===== config.mk =====
export PLATFORM = sky130hd
export DESIGN_NAME = interrupt_vector_map
export DESIGN_NICKNAME = d
export VERILOG_FILES = /design/src/verilog/irq_prio_pick.v /design/src/verilog/interrupt_vector_map.v
export VERILOG_INCLUDE_DIRS = /design/src /design/src/verilog
export SDC_FILE = /design/constraint.sdc
export NUM_CORES = 1
export LEC_CHECK = 0
export BUFFER_PORTS_ARGS = -buffer_cell sky130_fd_sc_hd__buf_2
export CAP_MARGIN = 10
export CORE_AREA = 2 2 96 98
export DETAILED_ROUTE_END_ITERATION = 16
export DIE_AREA = 0 0 98 100
export PLACE_DENSITY = 0.71
export RECOVER_POWER = 50
export SLEW_MARGIN = 15
export SYNTH_ARGS = -nofsm -noshare
export SYNTH_HDL_FRONTEND = slang
export SYNTH_SLANG_ARGS = --single-unit

===== constraint.sdc =====
create_clock -name clk_sys_in -period 11.05 [get_ports clk_sys_in]
set_input_delay 2.21 -clock clk_sys_in [delete_from_list [all_inputs] [get_ports clk_sys_in]]
set_output_delay 2.21 -clock clk_sys_in [all_outputs]
set_load 0.03 [all_outputs]

===== src/verilog/irq_vector_map.vh =====
// Constants for the interrupt vector mapper: vector numbers, offsets, priority codes.
// Assumes plain Verilog-2005 and inclusion by bare name.
`ifndef IRQ_VECTOR_MAP_VH
`define IRQ_VECTOR_MAP_VH

// ----------------------------------------
// Vector numbers
// ----------------------------------------
`define VEC_FLASH_ACC_ERR 7'h11
`define VEC_FLASH_CMD_DONE 7'h12
`define VEC_FLASH_BUF_EMPTY 7'h13
`define VEC_CONV_A_DONE 7'h3A
`define VEC_CONV_B_DONE 7'h3B
`define VEC_CONV_ZC_LIMIT 7'h3C
`define VEC_SOFT_LOW 7'h3F

// ----------------------------------------
// Fetch offsets from the vector base
// ----------------------------------------
`define OFF_FLASH_ACC_ERR 8'h22
`define OFF_FLASH_CMD_DONE 8'h24
`define OFF_FLASH_BUF_EMPTY 8'h26
`define OFF_CONV_A_DONE 8'h74
`define OFF_CONV_B_DONE 8'h76
`define OFF_CONV_ZC_LIMIT 8'h78
`define OFF_SOFT_LOW 8'h7E

// ----------------------------------------
// Priority field codes and ranks
// ----------------------------------------
`define PRIO_DISABLED 2'h0
`define PRIO_FIELD_W 2
`define PRIO_RESET 2'h0
// Rank 0 means nothing; 1 is the fixed level -1; 2..4 are levels 0..2.
`define RANK_NONE 3'h0
`define RANK_SOFT_LOW 3'h1

// ----------------------------------------
// Vector base
// ----------------------------------------
`define VBASE_W 21
`define VBASE_RESET 21'h000000
`define VEC_ADDR_W 19

`endif


===== src/verilog/irq_prio_pick.v =====
// Pure combinational arbiter over seven request lanes.
// Lane 0 has the lowest vector number; ranks come from the caller.
`timescale 1ns/1ps

module irq_prio_pick #(
    parameter LANES = 7
) (
    // Per-lane rank, three bits each
    input wire [3*LANES-1:0] rank_in,
    // Winner
    output reg [2:0] win_idx_out,
    output reg [2:0] win_rank_out
);
    integer i;

    always @*
    begin
        win_idx_out = 3'h0;
        win_rank_out = 3'h0;
        // Scan from the highest lane down so that on equal rank the lower lane wins.
        for (i = LANES - 1; i >= 0; i = i - 1)
        begin
            if (rank_in[3*i +: 3] != 3'h0 && rank_in[3*i +: 3] >= win_rank_out)
            begin
                win_idx_out = i[2:0];
                win_rank_out = rank_in[3*i +: 3];
            end
        end
    end
endmodule


===== src/verilog/interrupt_vector_map.v =====
// Interrupt vector mapper: turns peripheral requests into a vector number and
// fetch address for the core, with programmable priority per request except the low soft interrupt, which is fixed.
// Requests and control inputs are synchronous to clk_sys_in; the core takes
// the presented vector by pulsing ack_in while valid.
`timescale 1ns/1ps
`include "irq_vector_map.vh"

// What this block does
// - Flash access error goes to vector 17.
// - Flash done vector 18, buffers empty 19.
// - Converter A done maps to vector 58.
// - Converter B done maps to vector 59.
// - Zero-crossing or limit error share vector 60.
// - Low soft interrupt vector 63, fixed level -1.
// - Fetch offset is twice vector; 19-bit reach.
// - Reset vector base overlays chip reset addresses.
// - Priority code 00 disabled, then levels 0-2.
// - Enabled pending request wakes from wait/stop.
module interrupt_vector_map #(
    parameter LANES = 7
) (
    // Clock, reset, enable
    input wire clk_sys_in,
    input wire rst_in,
    input wire clk_en_in,
    // Peripheral requests (level, held until serviced)
    input wire flash_acc_err_in,
    input wire flash_cmd_done_in,
    input wire flash_buf_empty_in,
    input wire conv_a_done_in,
    input wire conv_b_done_in,
    input wire conv_zero_cross_in,
    input wire conv_limit_err_in,
    input wire soft_irq_low_prio_in,
    // Priority fields, two bits each, for the six programmable requests
    input wire [1:0] prio_flash_acc_err_in,
    input wire [1:0] prio_flash_cmd_done_in,
    input wire [1:0] prio_flash_buf_empty_in,
    input wire [1:0] prio_conv_a_in,
    input wire [1:0] prio_conv_b_in,
    input wire [1:0] prio_conv_zc_in,
    // Vector base and power mode
    input wire [`VBASE_W-1:0] vector_base_in,
    input wire low_power_in,
    // Core side
    input wire ack_in,
    output reg irq_valid_out,
    output reg [6:0] vector_num_out,
    output reg [7:0] vector_offset_out,
    output reg [`VEC_ADDR_W-1:0] vector_addr_out,
    output reg [2:0] irq_rank_out,
    // Wake request toward the system integration unit
    output reg wake_req_out
);

    // ----------------------------------------
    // Lane numbering
    // ----------------------------------------
    // Lanes follow vector number, so the arbiter's low-lane tie break is
    // the same as a low-vector tie break.
    localparam LANE_FLASH_ACC_ERR = 0;
    localparam LANE_FLASH_CMD_DONE = 1;
    localparam LANE_FLASH_BUF_EMPTY = 2;
    localparam LANE_CONV_A = 3;
    localparam LANE_CONV_B = 4;
    localparam LANE_CONV_ZC = 5;
    localparam LANE_SOFT_LOW = 6;

    // ----------------------------------------
    // Lane table
    // ----------------------------------------
    wire [LANES-1:0] req;
    wire [7*LANES-1:0] lane_vec;
    wire [8*LANES-1:0] lane_off;
    wire [2*LANES-1:0] lane_prio;
    reg [2*LANES-1:0] prio_held_q;
    wire [3*LANES-1:0] rank;

    assign req[LANE_FLASH_ACC_ERR] = flash_acc_err_in;
    assign req[LANE_FLASH_CMD_DONE] = flash_cmd_done_in;
    assign req[LANE_FLASH_BUF_EMPTY] = flash_buf_empty_in;
    assign req[LANE_CONV_A] = conv_a_done_in;
    assign req[LANE_CONV_B] = conv_b_done_in;
    assign req[LANE_CONV_ZC] = conv_zero_cross_in | conv_limit_err_in;
    assign req[LANE_SOFT_LOW] = soft_irq_low_prio_in;

    // Only documented vectors appear in this table, so no reserved number can be sent.
    assign lane_vec = {
        `VEC_SOFT_LOW,
        `VEC_CONV_ZC_LIMIT,
        `VEC_CONV_B_DONE,
        `VEC_CONV_A_DONE,
        `VEC_FLASH_BUF_EMPTY,
        `VEC_FLASH_CMD_DONE,
        `VEC_FLASH_ACC_ERR
    };

    // Two words per entry, so every offset here is twice its vector number.
    assign lane_off = {
        `OFF_SOFT_LOW,
        `OFF_CONV_ZC_LIMIT,
        `OFF_CONV_B_DONE,
        `OFF_CONV_A_DONE,
        `OFF_FLASH_BUF_EMPTY,
        `OFF_FLASH_CMD_DONE,
        `OFF_FLASH_ACC_ERR
    };

    // The soft interrupt has no field; its slot is never read.
    assign lane_prio = {
        `PRIO_DISABLED,
        prio_conv_zc_in,
        prio_conv_b_in,
        prio_conv_a_in,
        prio_flash_buf_empty_in,
        prio_flash_cmd_done_in,
        prio_flash_acc_err_in
    };

    // ----------------------------------------
    // Rank per lane
    // ----------------------------------------
    genvar g;
    generate
        for (g = 0; g < LANES; g = g + 1)
        begin : gen_rank
            if (g == LANES - 1)
            begin : gen_fixed
                // The low soft interrupt sits below every programmable level.
                assign rank[3*g +: 3] = req[g] ? `RANK_SOFT_LOW : `RANK_NONE;
            end
            else
            begin : gen_prog
                // Code 00 disables; 01..11 give levels 0..2 as ranks 2..4.
                // In low power the field held at entry is used, so only
                // requests enabled beforehand can wake the core.
                wire [1:0] fld;
                assign fld = low_power_in ? prio_held_q[2*g +: 2] : lane_prio[2*g +: 2];
                assign rank[3*g +: 3] = (req[g] && fld != `PRIO_DISABLED) ?
                    ({1'b0, fld} + 3'h1) : `RANK_NONE;
            end
        end
    endgenerate

    // ----------------------------------------
    // Arbitration
    // ----------------------------------------
    wire [2:0] win_idx;
    wire [2:0] win_rank;

    irq_prio_pick #(
        .LANES(LANES)
    ) u_pick (
        .rank_in(rank),
        .win_idx_out(win_idx),
        .win_rank_out(win_rank)
    );

    wire [6:0] win_vec;
    wire [7:0] win_off;
    wire [`VEC_ADDR_W-1:0] win_addr;
    wire win_any;
    wire take;

    assign win_vec = lane_vec[7*win_idx +: 7];
    assign win_off = lane_off[8*win_idx +: 8];
    // The entry reaches only 19 bits, so carries out of the sum are dropped.
    // A zero base puts entry 0 on the reset address.
    assign win_addr = vector_base_in[`VEC_ADDR_W-1:0] + {11'h000, win_off};
    assign win_any = win_rank != `RANK_NONE;
    // A presented vector may only be replaced once the core has taken it.
    assign take = !irq_valid_out || ack_in;

    // ----------------------------------------
    // Enables held across low power
    // ----------------------------------------
    // The fields are sampled while running and frozen in wait or stop, so a
    // request enabled only after entry cannot wake the core.
    always @(posedge clk_sys_in or posedge rst_in)
    begin
        if (rst_in)
        begin
            prio_held_q <= {LANES{`PRIO_RESET}};
        end
        else if (clk_en_in && !low_power_in)
        begin
            prio_held_q <= lane_prio;
        end
    end

    // ----------------------------------------
    // Wake request
    // ----------------------------------------
    always @(posedge clk_sys_in or posedge rst_in)
    begin
        if (rst_in)
        begin
            wake_req_out <= 1'b0;
        end
        else if (clk_en_in)
        begin
            wake_req_out <= low_power_in && win_any;
        end
    end

    // ----------------------------------------
    // Presentation to the core
    // ----------------------------------------
    always @(posedge clk_sys_in or posedge rst_in)
    begin
        if (rst_in)
        begin
            irq_valid_out <= 1'b0;
            vector_num_out <= 7'h00;
            vector_offset_out <= 8'h00;
            vector_addr_out <= {`VEC_ADDR_W{1'b0}};
            irq_rank_out <= `RANK_NONE;
        end
        else if (clk_en_in && take)
        begin
            // The slot stays empty for one cycle after a take, so the core sees
            // a clean edge before the next vector.
            irq_valid_out <= win_any && !(irq_valid_out && ack_in);
            vector_num_out <= win_vec;
            vector_offset_out <= win_off;
            vector_addr_out <= win_addr;
            irq_rank_out <= win_rank;
        end
    end

endmodule


==> impl_metrics.env, run 1 <==
export IMPL_synth_seq_area_share_pct=29.7
export IMPL_met3WireLength_um=426
export IMPL_ys_async_sr_fraction_pct=100
export IMPL_hold_class="flip-flop to flip-flop"
export IMPL_multiInputGateArea_um2=2530
export IMPL_critPathBufInv=3
export IMPL_cts_tree="yes"
export IMPL_yosysTopAreaCell="dfrtp_1"
export IMPL_max_freq_mhz=92.9
export IMPL_clockRootBuffer="clkbuf_8"
export IMPL_fillers=825
export IMPL_die_w_um=98
export IMPL_dieHeight_um=100
export IMPL_worstSetupStartpointType="primary input"
export IMPL_grt_usage_pct=17.3
export IMPL_reg2reg_depth=49
export IMPL_grt_antenna_before_repair=0
export IMPL_final_hold_viol_count=0
export IMPL_cap_violations=1
export IMPL_grt_pass1_vias=3143
export IMPL_worst_pin_slew_ps=2290
export IMPL_route_top_layer_used="met4"
export IMPL_rsz0062_at_grt="true"
export IMPL_numCtsBuffers=5
export IMPL_row_count=35
export IMPL_ys_types=57
export IMPL_synth_area_um2=3450
export IMPL_violations="capacitance limit, slew limit"
export IMPL_wirelength_met1_mm=3.73
export IMPL_port_buffers=79
export IMPL_worstSetupPathType="primary input to flip-flop"
export IMPL_fin_nets=601
export IMPL_dr_total_vias=3151
export IMPL_clk_pin_slew_worst_paths_ps=90
export IMPL_worst_path_stages=50
export IMPL_drt_wl_total_mm=8.64
export IMPL_ctsHoldBuffers=0
export IMPL_clk_insertion_delay_late_ps=300
export IMPL_synth_cells=381
export IMPL_cp_slowest_stage_delay_ps=390
export IMPL_crit_slowest_cell="or3b_4"
export IMPL_ff_latch_area_um2=1030
export IMPL_grt_max_degree=48
export IMPL_hold_depth=2
export IMPL_setup_tns_ps=0
export IMPL_grt_pass1_wl_mm=14.0
export IMPL_path_max_fanout=6
export IMPL_layout_drive_gt1_share_pct=44.2
export IMPL_diodes=0
export IMPL_cts_sinks=41
export IMPL_start_util_pct=38.8
export IMPL_drc_errors=0
export IMPL_path_common_cell="a21o_1"
export IMPL_dp_hpwl_mm=6.43
export IMPL_vdd_ir_drop_max_v=0.000177
export IMPL_top_level_ports=85
export IMPL_path_delay_family="compound AO/OA/AOI/OAI gates"
export IMPL_status="finished, violations left"
export IMPL_powerDensity_nw_per_um2=253
export IMPL_endpoint_kind="flip-flop"
export IMPL_overflow=0
export IMPL_gp_congestion=0.823
export IMPL_wl_met2_mm=4.37
export IMPL_coreArea_um2=8890
export IMPL_synth_seq_cells=41
export IMPL_period_needed_ps=10770
export IMPL_finalSetupViolCount=0
export IMPL_drv_slew=42
export IMPL_cellLeakagePower_uw=0.00231
export IMPL_synth_warnings=0
export IMPL_ctsHtreeMaxLevel=2
export IMPL_cp_arrival_ps=10940
export IMPL_slew_headroom_pct=-53.0
export IMPL_finalClockSkew_ps=6.52
export IMPL_wl_per_cell_um=13.7
export IMPL_synth_top_area_share_pct=29.7
export IMPL_fin_crit_sh_pct=97.4
export IMPL_synth_edff_count=0
export IMPL_synth_top_flop_cell="dfrtp_1"
export IMPL_cts_buffer_depth=2
export IMPL_utilization_pct=54.2
export IMPL_synth_area_leaders="dfrtp_1 30%, ha_1 13%, mux2_2 6.5%"
export IMPL_postRouteAntennaNets=0
export IMPL_dieArea_um2=9800
export IMPL_viasPerCell=5.01
export IMPL_drt_iter0_markers=81
export IMPL_syn_to_final_growth_pct=39.5
export IMPL_syn_avg_cell_area_um2=9.06
export IMPL_required_ps=11220
export IMPL_firstDrtPassIters=4
final timing paths:
check | slack [ps] | from | to
min in group asynchronous | 2740 | rst_in | vector_addr_out[0]$_DFFE_PP0P_
max in group asynchronous | 7000 | rst_in | vector_num_out[2]$_DFFE_PP0P_
hold reg to reg | 480 | vector_addr_out[11]$_DFFE_PP0P_ | vector_addr_out[11]$_DFFE_PP0P_
setup / recovery | 280 | low_power_in | vector_addr_out[18]$_DFFE_PP0P_
hold / removal | 480 | vector_addr_out[11]$_DFFE_PP0P_ | vector_addr_out[11]$_DFFE_PP0P_
setup reg to reg | 1990 | prio_held_q[10]$_DFFE_PP0P_ | vector_addr_out[18]$_DFFE_PP0P_
cell type report:
type / count / share of cell area, %
Inverter: 31 / 2.42
Timing Repair Buffer: 145 / 18.2
Sequential cell: 41 / 21.3
Clock inverter: 2 / 0.780
Clock buffer: 6 / 1.72
Tap cell: 111 / 2.88
Multi-Input combinational cell: 293 / 52.7
kinds of logic (layout without fill, tap and decap cells):
logic type | Yosys count | in the layout | share of synthesized area [%]
buf+inv | 49 | 184 | 6.85
fa+ha+maj | 38 | 38 | 14.0
compound gates | 86 | 86 | 17.3
mux | 35 | 35 | 11.7
simple gates | 116 | 116 | 16.5
flops | 41 | 41 | 29.7
xor+xnor | 15 | 15 | 3.81
other cells | 1 | 3 | 0.109
placed cells by master, fill, tap and decap left out, types with 3 or more instances in the layout:
master / instances
mux2i_4: 4
xor2_1: 3
o21a_1: 4
o31a_1: 3
ha_1: 28
a31oi_1: 3
mux2_2: 20
and2_1: 11
inv_1: 29
ha_4: 5
o31ai_1: 3
nand2_1: 44
o21ai_2: 3
a21o_1: 6
a21oi_1: 4
clkbuf_1: 16
buf_2: 63
nor2_2: 4
a21oi_2: 6
o21ai_0: 23
conb_1: 3
a21oi_4: 3
ha_2: 4
and3_1: 5
a211oi_2: 3
nor3b_1: 3
mux2i_1: 8
o21ai_1: 3
buf_4: 64
nor2_1: 14
a21boi_2: 3
nor2b_1: 6
dfrtp_1: 41
o22ai_1: 3
nand2b_4: 3
xnor2_1: 12
clkbuf_8: 6
routing by layer:
metal / up-vias / global-route usage [%]
met4: 0 / 4.91
li1: 1574 / -
met1: 1500 / 21.1
met3: 8 / 3.76
met5: - / 0
met2: 69 / 30.7
repair_timing:
action	in CTS	in global routing
resized for setup	19	47
endpoints found under the setup margin	13	15
setup buffers	6	6
pin swaps	15	40
sequential cells by signal (all words and copies together) (netlist names):
signal and flops:
wake_req_out 1, vector_num_out 5, irq_valid_out 1, irq_rank_out 3, vector_addr_out 19, prio_held_q 12
per-stage QoR:
step	hold WS [ps]	worst slack, ps	area, um2	total power (uW)	cells
after detailed placement	465	-650	4330	961	609
after global routing	519	-70.7	4810	1310	629
after floorplan	479	27.6	3490	718	383
after CTS	486	6.45	4570	1160	623
final	480	283	4810	1220	629
after global placement	457	-439	4330	938	609
worst min-delay path: cells and delay by family (launching register included):
family / cells / cell delay, ps
flops: 1 / 350
compound gates: 1 / 60
simple gates: 1 / 40
power breakdown:
group          switching (uW)  total (uW)  leakage [uW]  internal [uW]
Sequential               29.6         230      0.000492            201
Combinational             461         852       0.00176            391
Clock                    59.7         133     0.0000574           73.6
Total                     550        1220       0.00231            665
cell usage after synthesis, types with 5 or more instances:
cell	count
ha_1	37
and3_1	5
nand2_1	46
a21o_1	6
and2_1	12
nand2b_1	5
mux2_2	20
buf_4	10
mux2i_1	10
nor2b_1	10
inv_1	30
dfrtp_1	41
nor2_1	20
xnor2_1	12
a21oi_1	11
clkbuf_1	5
o21ai_0	29
(Power assumes the default switching activity.)
==> inputs of run 2 (changes only) <==
ABC_CLOCK_PERIOD_IN_PS = 11050   (was unset)
CORE_AREA = 2 2 101 103   (was 2 2 96 98)
CTS_CLUSTER_DIAMETER = 30   (was unset)
DIE_AREA = 0 0 103 105   (was 0 0 98 100)
PLACE_DENSITY = 0.7   (was 0.71)
SYNTH_HIERARCHICAL = 1   (was unset)
==> run 2 against run 1 <==
Net effect:
- the flow finishes with violations (capacitance limit, slew limit, setup timing)
- via count up 17%
- global-route usage up 1.9 points
- sequential share of layout area down 2.1 points
- non-clock buffer count up 15
- largest power group unchanged
- power up 14%
- clock skew up 7.0 ps
- sequential cell count unchanged
- register-to-register slack worse by 770 ps
- critical path depth up 3
- die area up 10%
- count of clock-buffer cells in the layout down 1
==> impl_metrics.env, run 2 <==
export IMPL_start_util_pct=39.2
export IMPL_cp_arrival_ps=11710
export IMPL_fin_nets=657
export IMPL_ys_async_sr_fraction_pct=100
export IMPL_dieHeight_um=105
export IMPL_stdcell_count=709
export IMPL_synth_seq_cells=41
export IMPL_hold_depth=2
export IMPL_cts_buffer_depth=2
export IMPL_synth_area_leaders="dfrtp_1 27%, ha_1 12%, mux2_2 5.7%"
export IMPL_postRouteAntennaNets=0
export IMPL_period_needed_ps=11470
export IMPL_rsz0062_at_grt="true"
export IMPL_fin_crit_sh_pct=104
export IMPL_cap_violations=1
export IMPL_drc_errors=0
export IMPL_slew_headroom_pct=-60.8
export IMPL_rr_startpoint="prio_held_q[10]$_DFFE_PP0P_"
export IMPL_worst_pin_slew_ps=2410
export IMPL_cp_slowest_stage_delay_ps=410
export IMPL_hold_start="vector_addr_out[2]$_DFFE_PP0P_"
export IMPL_regMostFlops="vector_addr_out"
export IMPL_grt_usage_pct=19.1
export IMPL_overflow=0
export IMPL_critPathBufInv=7
export IMPL_grt_pass1_wl_mm=16.6
export IMPL_syn_avg_cell_area_um2=8.86
export IMPL_synth_edff_count=0
export IMPL_hold_class="flip-flop to flip-flop"
export IMPL_dieArea_um2=10800
export IMPL_worstSetupStartpointType="primary input"
export IMPL_synth_warnings=6
export IMPL_gp_congestion=0.804
export IMPL_dr_total_vias=3699
export IMPL_final_common_cell="buf_2"
export IMPL_cellLeakagePower_uw=0.00254
export IMPL_drv_slew=42
export IMPL_reg_largest_list="vector_addr_out x19, prio_held_q x12, vector_num_out x5"
export IMPL_ys_types=79
export IMPL_dp_cells=686
export IMPL_final_hold_viol_count=0
export IMPL_worstSetupPathType="primary input to flip-flop"
export IMPL_setup_ws_ps=-416
export IMPL_clockRootBuffer="clkbuf_8"
export IMPL_crit_slowest_cell="fa_2"
export IMPL_layout_drive_gt1_share_pct=45.3
export IMPL_ctsHtreeMaxLevel=2
export IMPL_clk_insertion_delay_late_ps=320
export IMPL_endpoint_kind="flip-flop"
export IMPL_synth_top_flop_cell="dfrtp_1"
export IMPL_setup_tns_ps=-4900
export IMPL_ctsHoldBuffers=0
export IMPL_coreArea_um2=9640
export IMPL_clk_pin_slew_worst_paths_ps=90
export IMPL_finalSetupViolCount=16
export IMPL_holdPathEnd="vector_addr_out[2]$_DFFE_PP0P_"
export IMPL_synth_cells=426
export IMPL_viasPerCell=5.22
export IMPL_reg2reg_slack_ps=1220
export IMPL_finalClockSkew_ps=13.5
export IMPL_vdd_ir_drop_max_v=0.000223
export IMPL_largest_reg_flops=19
export IMPL_cts_tree="yes"
export IMPL_grt_antenna_before_repair=0
export IMPL_reg2reg_depth=52
export IMPL_drt_iter0_markers=159
export IMPL_grt_max_degree=42
export IMPL_top_level_ports=85
export IMPL_drt_wl_total_mm=10.2
export IMPL_synth_area_um2=3780
export IMPL_path_max_fanout=5
export IMPL_yosysTopAreaCell="dfrtp_1"
export IMPL_synth_top_area_share_pct=27.2
export IMPL_cts_sinks=41
export IMPL_die_w_um=103
export IMPL_port_buffers=79
export IMPL_wl_per_cell_um=14.4
export IMPL_grt_pass1_vias=3596
export IMPL_violations="capacitance limit, slew limit, setup timing"
export IMPL_numCtsBuffers=5
export IMPL_path_delay_family="compound AO/OA/AOI/OAI gates"
export IMPL_powerDensity_nw_per_um2=260
export IMPL_crit_reg2reg_capture="vector_addr_out[15]$_DFFE_PP0P_"
export IMPL_diodes=0
export IMPL_row_count=36
export IMPL_dp_hpwl_mm=7.76
export IMPL_status="finished, violations left"
export IMPL_final_cell_mix="78 x buf_2, 73 x buf_4, 43 x nand2_1, 41 x dfrtp_1, 38 x inv_1"
export IMPL_required_ps=11290
export IMPL_synth_seq_area_share_pct=27.2
export IMPL_synth_commonest_cells="43 x nand2_1, 41 x dfrtp_1, 41 x inv_1, 35 x ha_1, 26 x nor2_1"
export IMPL_max_freq_mhz=87.2
export IMPL_synthMostInstantiatedCell="nand2_1"
export IMPL_firstDrtPassIters=4
export IMPL_syn_to_final_growth_pct=41.3
## run 2: cell types whose count changed after synthesis, moves of 6 or more
| cell | delta |
|---|---|
| inv_1 | +11 |
| and3b_1 | +9 |
| o21ai_0 | -9 |
| xnor2_1 | -9 |
| a31oi_1 | +8 |
| nor2b_1 | -8 |
| nor3_1 | +7 |
| and2_1 | -6 |
| buf_2 | +6 |
| nand4_1 | +6 |
| nor2_1 | +6 |
## run 2: cell type report
class | count | area [um2]
sequential | 41 | 1030
tap | 133 | 166
inverter | 41 | 156
timing repair buffer | 160 | 1030
fill | 887 | 4300
clock buffer | 5 | 68.8
multi-input combinational | 326 | 2850
clock inverter | 3 | 43.8
## run 2: cell families (layout without fill, tap and decap cells)
family                   after synthesis  count (layout)  share of synthesized area, %
AO/OA/AOI/OAI                        113             113                          24.6
XOR/XNOR                               4               4                         0.928
adder cells (fa/ha/maj)               38              38                          12.7
buffers and inverters                 65             209                          7.85
flip-flops                            41              41                          27.2
multiplexers                          27              27                          7.79
other                                  1               7                        0.0993
AND/OR/NAND/NOR                      137             137                          18.9
## run 2: where the power goes
group | internal [uW] | switching (uW) | leakage, uW
sequential | 202 | 33.0 | 0.000482
combinational | 476 | 545 | 0.00200
clock | 67.9 | 63.3 | 0.0000585
## run 2: what timing repair did
action                                 in CTS  in global routing
setup endpoints to repair                  16                 17
pin swaps                                  35                 37
setup buffers                               9                  6
gates resized for setup                    35                 13
endpoints found under the hold margin       0                  0
## run 2: per-stage QoR
| stage | cell area, um2 | total power [uW] | hold slack (ps) | setup WS (ps) | utilization, % |
|---|---|---|---|---|---|
| after floorplan | 4020 | 827 | 475 | -564 | - |
| after global placement | 4920 | 1090 | 455 | -823 | 51.0 |
| after detailed placement | 4920 | 1110 | 461 | -925 | 51.0 |
| after CTS | 5250 | 1340 | 485 | -474 | 54.5 |
| after global routing | 5340 | 1490 | 518 | -778 | 55.4 |
| final | 5340 | 1390 | 479 | -416 | 55.4 |
## run 2: worst reg2reg max path, delay by kind of cell (launching register included)
kind,cells,cell delay (ps)
simple gates,12,1770
mux,1,300
buf+inv,6,480
flops,1,400
compound gates,21,3570
fa+ha+maj,12,3200
## run 2: worst max path at each step
stage	startpoint	endpoint	slack, ps	cells past startpoint
3_3_place_gp	low_power_in	vector_addr_out[11]$_DFFE_PP0P_	-820	52
6_report	low_power_in	vector_addr_out[15]$_DFFE_PP0P_	-420	53
3_5_place_dp	low_power_in	vector_addr_out[11]$_DFFE_PP0P_	-920	52
5_1_grt	low_power_in	vector_addr_out[17]$_DFFE_PP0P_	-780	54
4_1_cts	low_power_in	vector_addr_out[11]$_DFFE_PP0P_	-470	54
2_1_floorplan	low_power_in	vector_addr_out[11]$_DFFE_PP0P_	-560	53
## run 2: layer usage
| metal | wire [um] | vias up | GRT usage, % |
|---|---|---|---|
| met5 | 0 | - | 0 |
| met4 | 105 | 0 | 5.08 |
| met3 | 367 | 7 | 3.28 |
| met2 | 5210 | 82 | 34.0 |
| met1 | 4520 | 1765 | 23.5 |
| li1 | - | 1845 | - |
==> inputs of run 3 (changes only) <==
MAX_ROUTING_LAYER = met4   (was unset)
SKIP_LAST_GASP = 1   (was unset)
==> run 3 against run 2 <==
Net effect:
- the flow still finishes with violations (capacitance limit, slew limit, setup timing)
- critical path depth shrank 2
- critical endpoint is now vector_addr_out[6]$_DFFE_PP0P_
- critical path type unchanged
- die area unchanged
- highest routed layer unchanged
- first-iteration DRC count is the same
==> impl_metrics.env, run 3 (synthesis results as in run 2) <==
export IMPL_status="finished, violations left"
export IMPL_violations="capacitance limit, slew limit, setup timing"
export IMPL_reg_largest_list="vector_addr_out x19, prio_held_q x12, vector_num_out x5"
export IMPL_fin_nets=669
export IMPL_gp_congestion=0.815
export IMPL_postRouteAntennaNets=0
export IMPL_crit_start="low_power_in"
export IMPL_utilization_pct=56.9
export IMPL_drt_wl_total_mm=10.8
export IMPL_overflow=0
export IMPL_max_freq_mhz=87.1
export IMPL_final_common_cell="buf_4"
export IMPL_total_power_uw=1490
export IMPL_hold_class="flip-flop to flip-flop"
export IMPL_setup_tns_ps=-5640
export IMPL_clk_insertion_delay_late_ps=300
export IMPL_worst_pin_slew_ps=2460
export IMPL_cts_buffer_depth=2
export IMPL_cts_tree="yes"
export IMPL_required_ps=11180
export IMPL_cts_sinks=41
export IMPL_finalSetupViolCount=16
export IMPL_regMostFlops="vector_addr_out"
export IMPL_worstSetupStartpointType="primary input"
export IMPL_row_count=36
export IMPL_clockRootBuffer="clkbuf_8"
export IMPL_hold_start="irq_rank_out[2]$_DFFE_PP0P_"
export IMPL_period_needed_ps=11490
export IMPL_die_w_um=103
export IMPL_rr_startpoint="prio_held_q[10]$_DFFE_PP0P_"
export IMPL_layout_drive_gt1_share_pct=46.2
export IMPL_grt_usage_pct=20.3
export IMPL_viasPerCell=5.28
export IMPL_powerDensity_nw_per_um2=271
export IMPL_dp_hpwl_mm=7.69
export IMPL_cp_slowest_stage_delay_ps=380
export IMPL_largest_reg_flops=19
export IMPL_fillers=911
export IMPL_start_util_pct=39.2
export IMPL_cap_violations=1
export IMPL_drv_slew=42
export IMPL_dp_cells=686
export IMPL_vdd_ir_drop_max_v=0.000250
export IMPL_dieHeight_um=105
export IMPL_ctsHtreeMaxLevel=2
export IMPL_dr_total_vias=3799
export IMPL_grt_pass1_wl_mm=17.3
export IMPL_dieArea_um2=10800
export IMPL_drt_iter0_markers=159
export IMPL_endpoint_kind="flip-flop"
export IMPL_wl_per_cell_um=15.1
export IMPL_cp_arrival_ps=11620
export IMPL_syn_to_final_growth_pct=45.3
export IMPL_grt_antenna_before_repair=0
export IMPL_clk_pin_slew_worst_paths_ps=90
export IMPL_fin_crit_sh_pct=104
export IMPL_slew_headroom_pct=-63.7
export IMPL_rsz0062_at_grt="true"
export IMPL_stdcell_count=720
export IMPL_final_hold_viol_count=0
export IMPL_finalClockSkew_ps=4.86
export IMPL_port_buffers=79
export IMPL_crit_slowest_cell="a311o_1"
export IMPL_final_cell_mix="82 x buf_4, 72 x buf_2, 43 x nand2_1, 41 x dfrtp_1, 38 x inv_1"
export IMPL_top_level_ports=85
export IMPL_path_max_fanout=4
export IMPL_numCtsBuffers=5
export IMPL_grt_max_degree=42
export IMPL_worstSetupPathType="primary input to flip-flop"
export IMPL_coreArea_um2=9640
export IMPL_grt_pass1_vias=3819
export IMPL_setup_ws_ps=-436
export IMPL_drc_errors=0
export IMPL_diodes=0
export IMPL_cellLeakagePower_uw=0.00257
export IMPL_firstDrtPassIters=4
export IMPL_reg2reg_slack_ps=1220
run 3: changes by cell type in the layout (fill, tap and decap cells not counted), moves of 2 or more:
cell / delta
buf_2: -6
buf_4: +9
clkbuf_1: +6
ha_1: -2
ha_2: -2
ha_4: +4
run 3: critical path, delay by kind of cell:
family	cells	cell delay, ps
xor+xnor	1	200
compound gates	24	4180
buf+inv	5	610
fa+ha+maj	8	1980
mux	2	640
simple gates	11	1810
run 3: power breakdown:
part | internal [uW] | leakage [uW] | switching, uW
Sequential | 202 | 0.000482 | 32.2
Combinational | 549 | 0.00205 | 596
Clock | 49.5 | 0.0000433 | 57.0
run 3: worst paths after layout:
kind | to | depth (start not counted)
setup / recovery | vector_addr_out[6]$_DFFE_PP0P_ | 51
hold / removal | irq_rank_out[2]$_DFFE_PP0P_ | 2
setup reg to reg | vector_addr_out[6]$_DFFE_PP0P_ | 50
hold reg to reg | irq_rank_out[2]$_DFFE_PP0P_ | 2
max in group asynchronous | prio_held_q[0]$_DFFE_PP0P_ | 3
min in group asynchronous | wake_req_out$_DFFE_PP0P_ | 3
run 3: per-layer routing:
metal,routed length (um),up-vias,track usage [%]
met2,5680,106,36.1
met5,0,-,-
met1,4450,1807,23.4
met4,189,0,5.36
met3,532,17,3.28
li1,-,1869,-
run 3: per-stage QoR:
stage | cell area, um2 | hold slack, ps | setup WS [ps]
5_1_grt | 5490 | 514 | -902
4_1_cts | 5270 | 486 | -354
2_1_floorplan | 4020 | 475 | -564
3_3_place_gp | 4920 | 455 | -825
6_report | 5490 | 481 | -436
3_5_place_dp | 4920 | 463 | -1060
run 3: repair_timing:
item | CTS | global route
pin swaps | 24 | 18
gates resized for setup | 33 | 27
setup endpoints to repair | 17 | 17
hold buffers | 0 | 0
cloned | 0 | 1
setup buffers | 17 | 9
run 3: area by class of cell:
| type | count | area (um2) | share of cell area [%] |
|---|---|---|---|
| Multi-Input combinational cell | 327 | 2940 | 53.6 |
| Timing Repair Buffer | 171 | 1110 | 20.3 |
| Sequential cell | 41 | 1030 | 18.7 |
| Tap cell | 133 | 166 | 3.03 |
| Inverter | 41 | 154 | 2.80 |
| Clock buffer | 6 | 82.6 | 1.50 |
| Clock inverter | 1 | 7.51 | 0.137 |
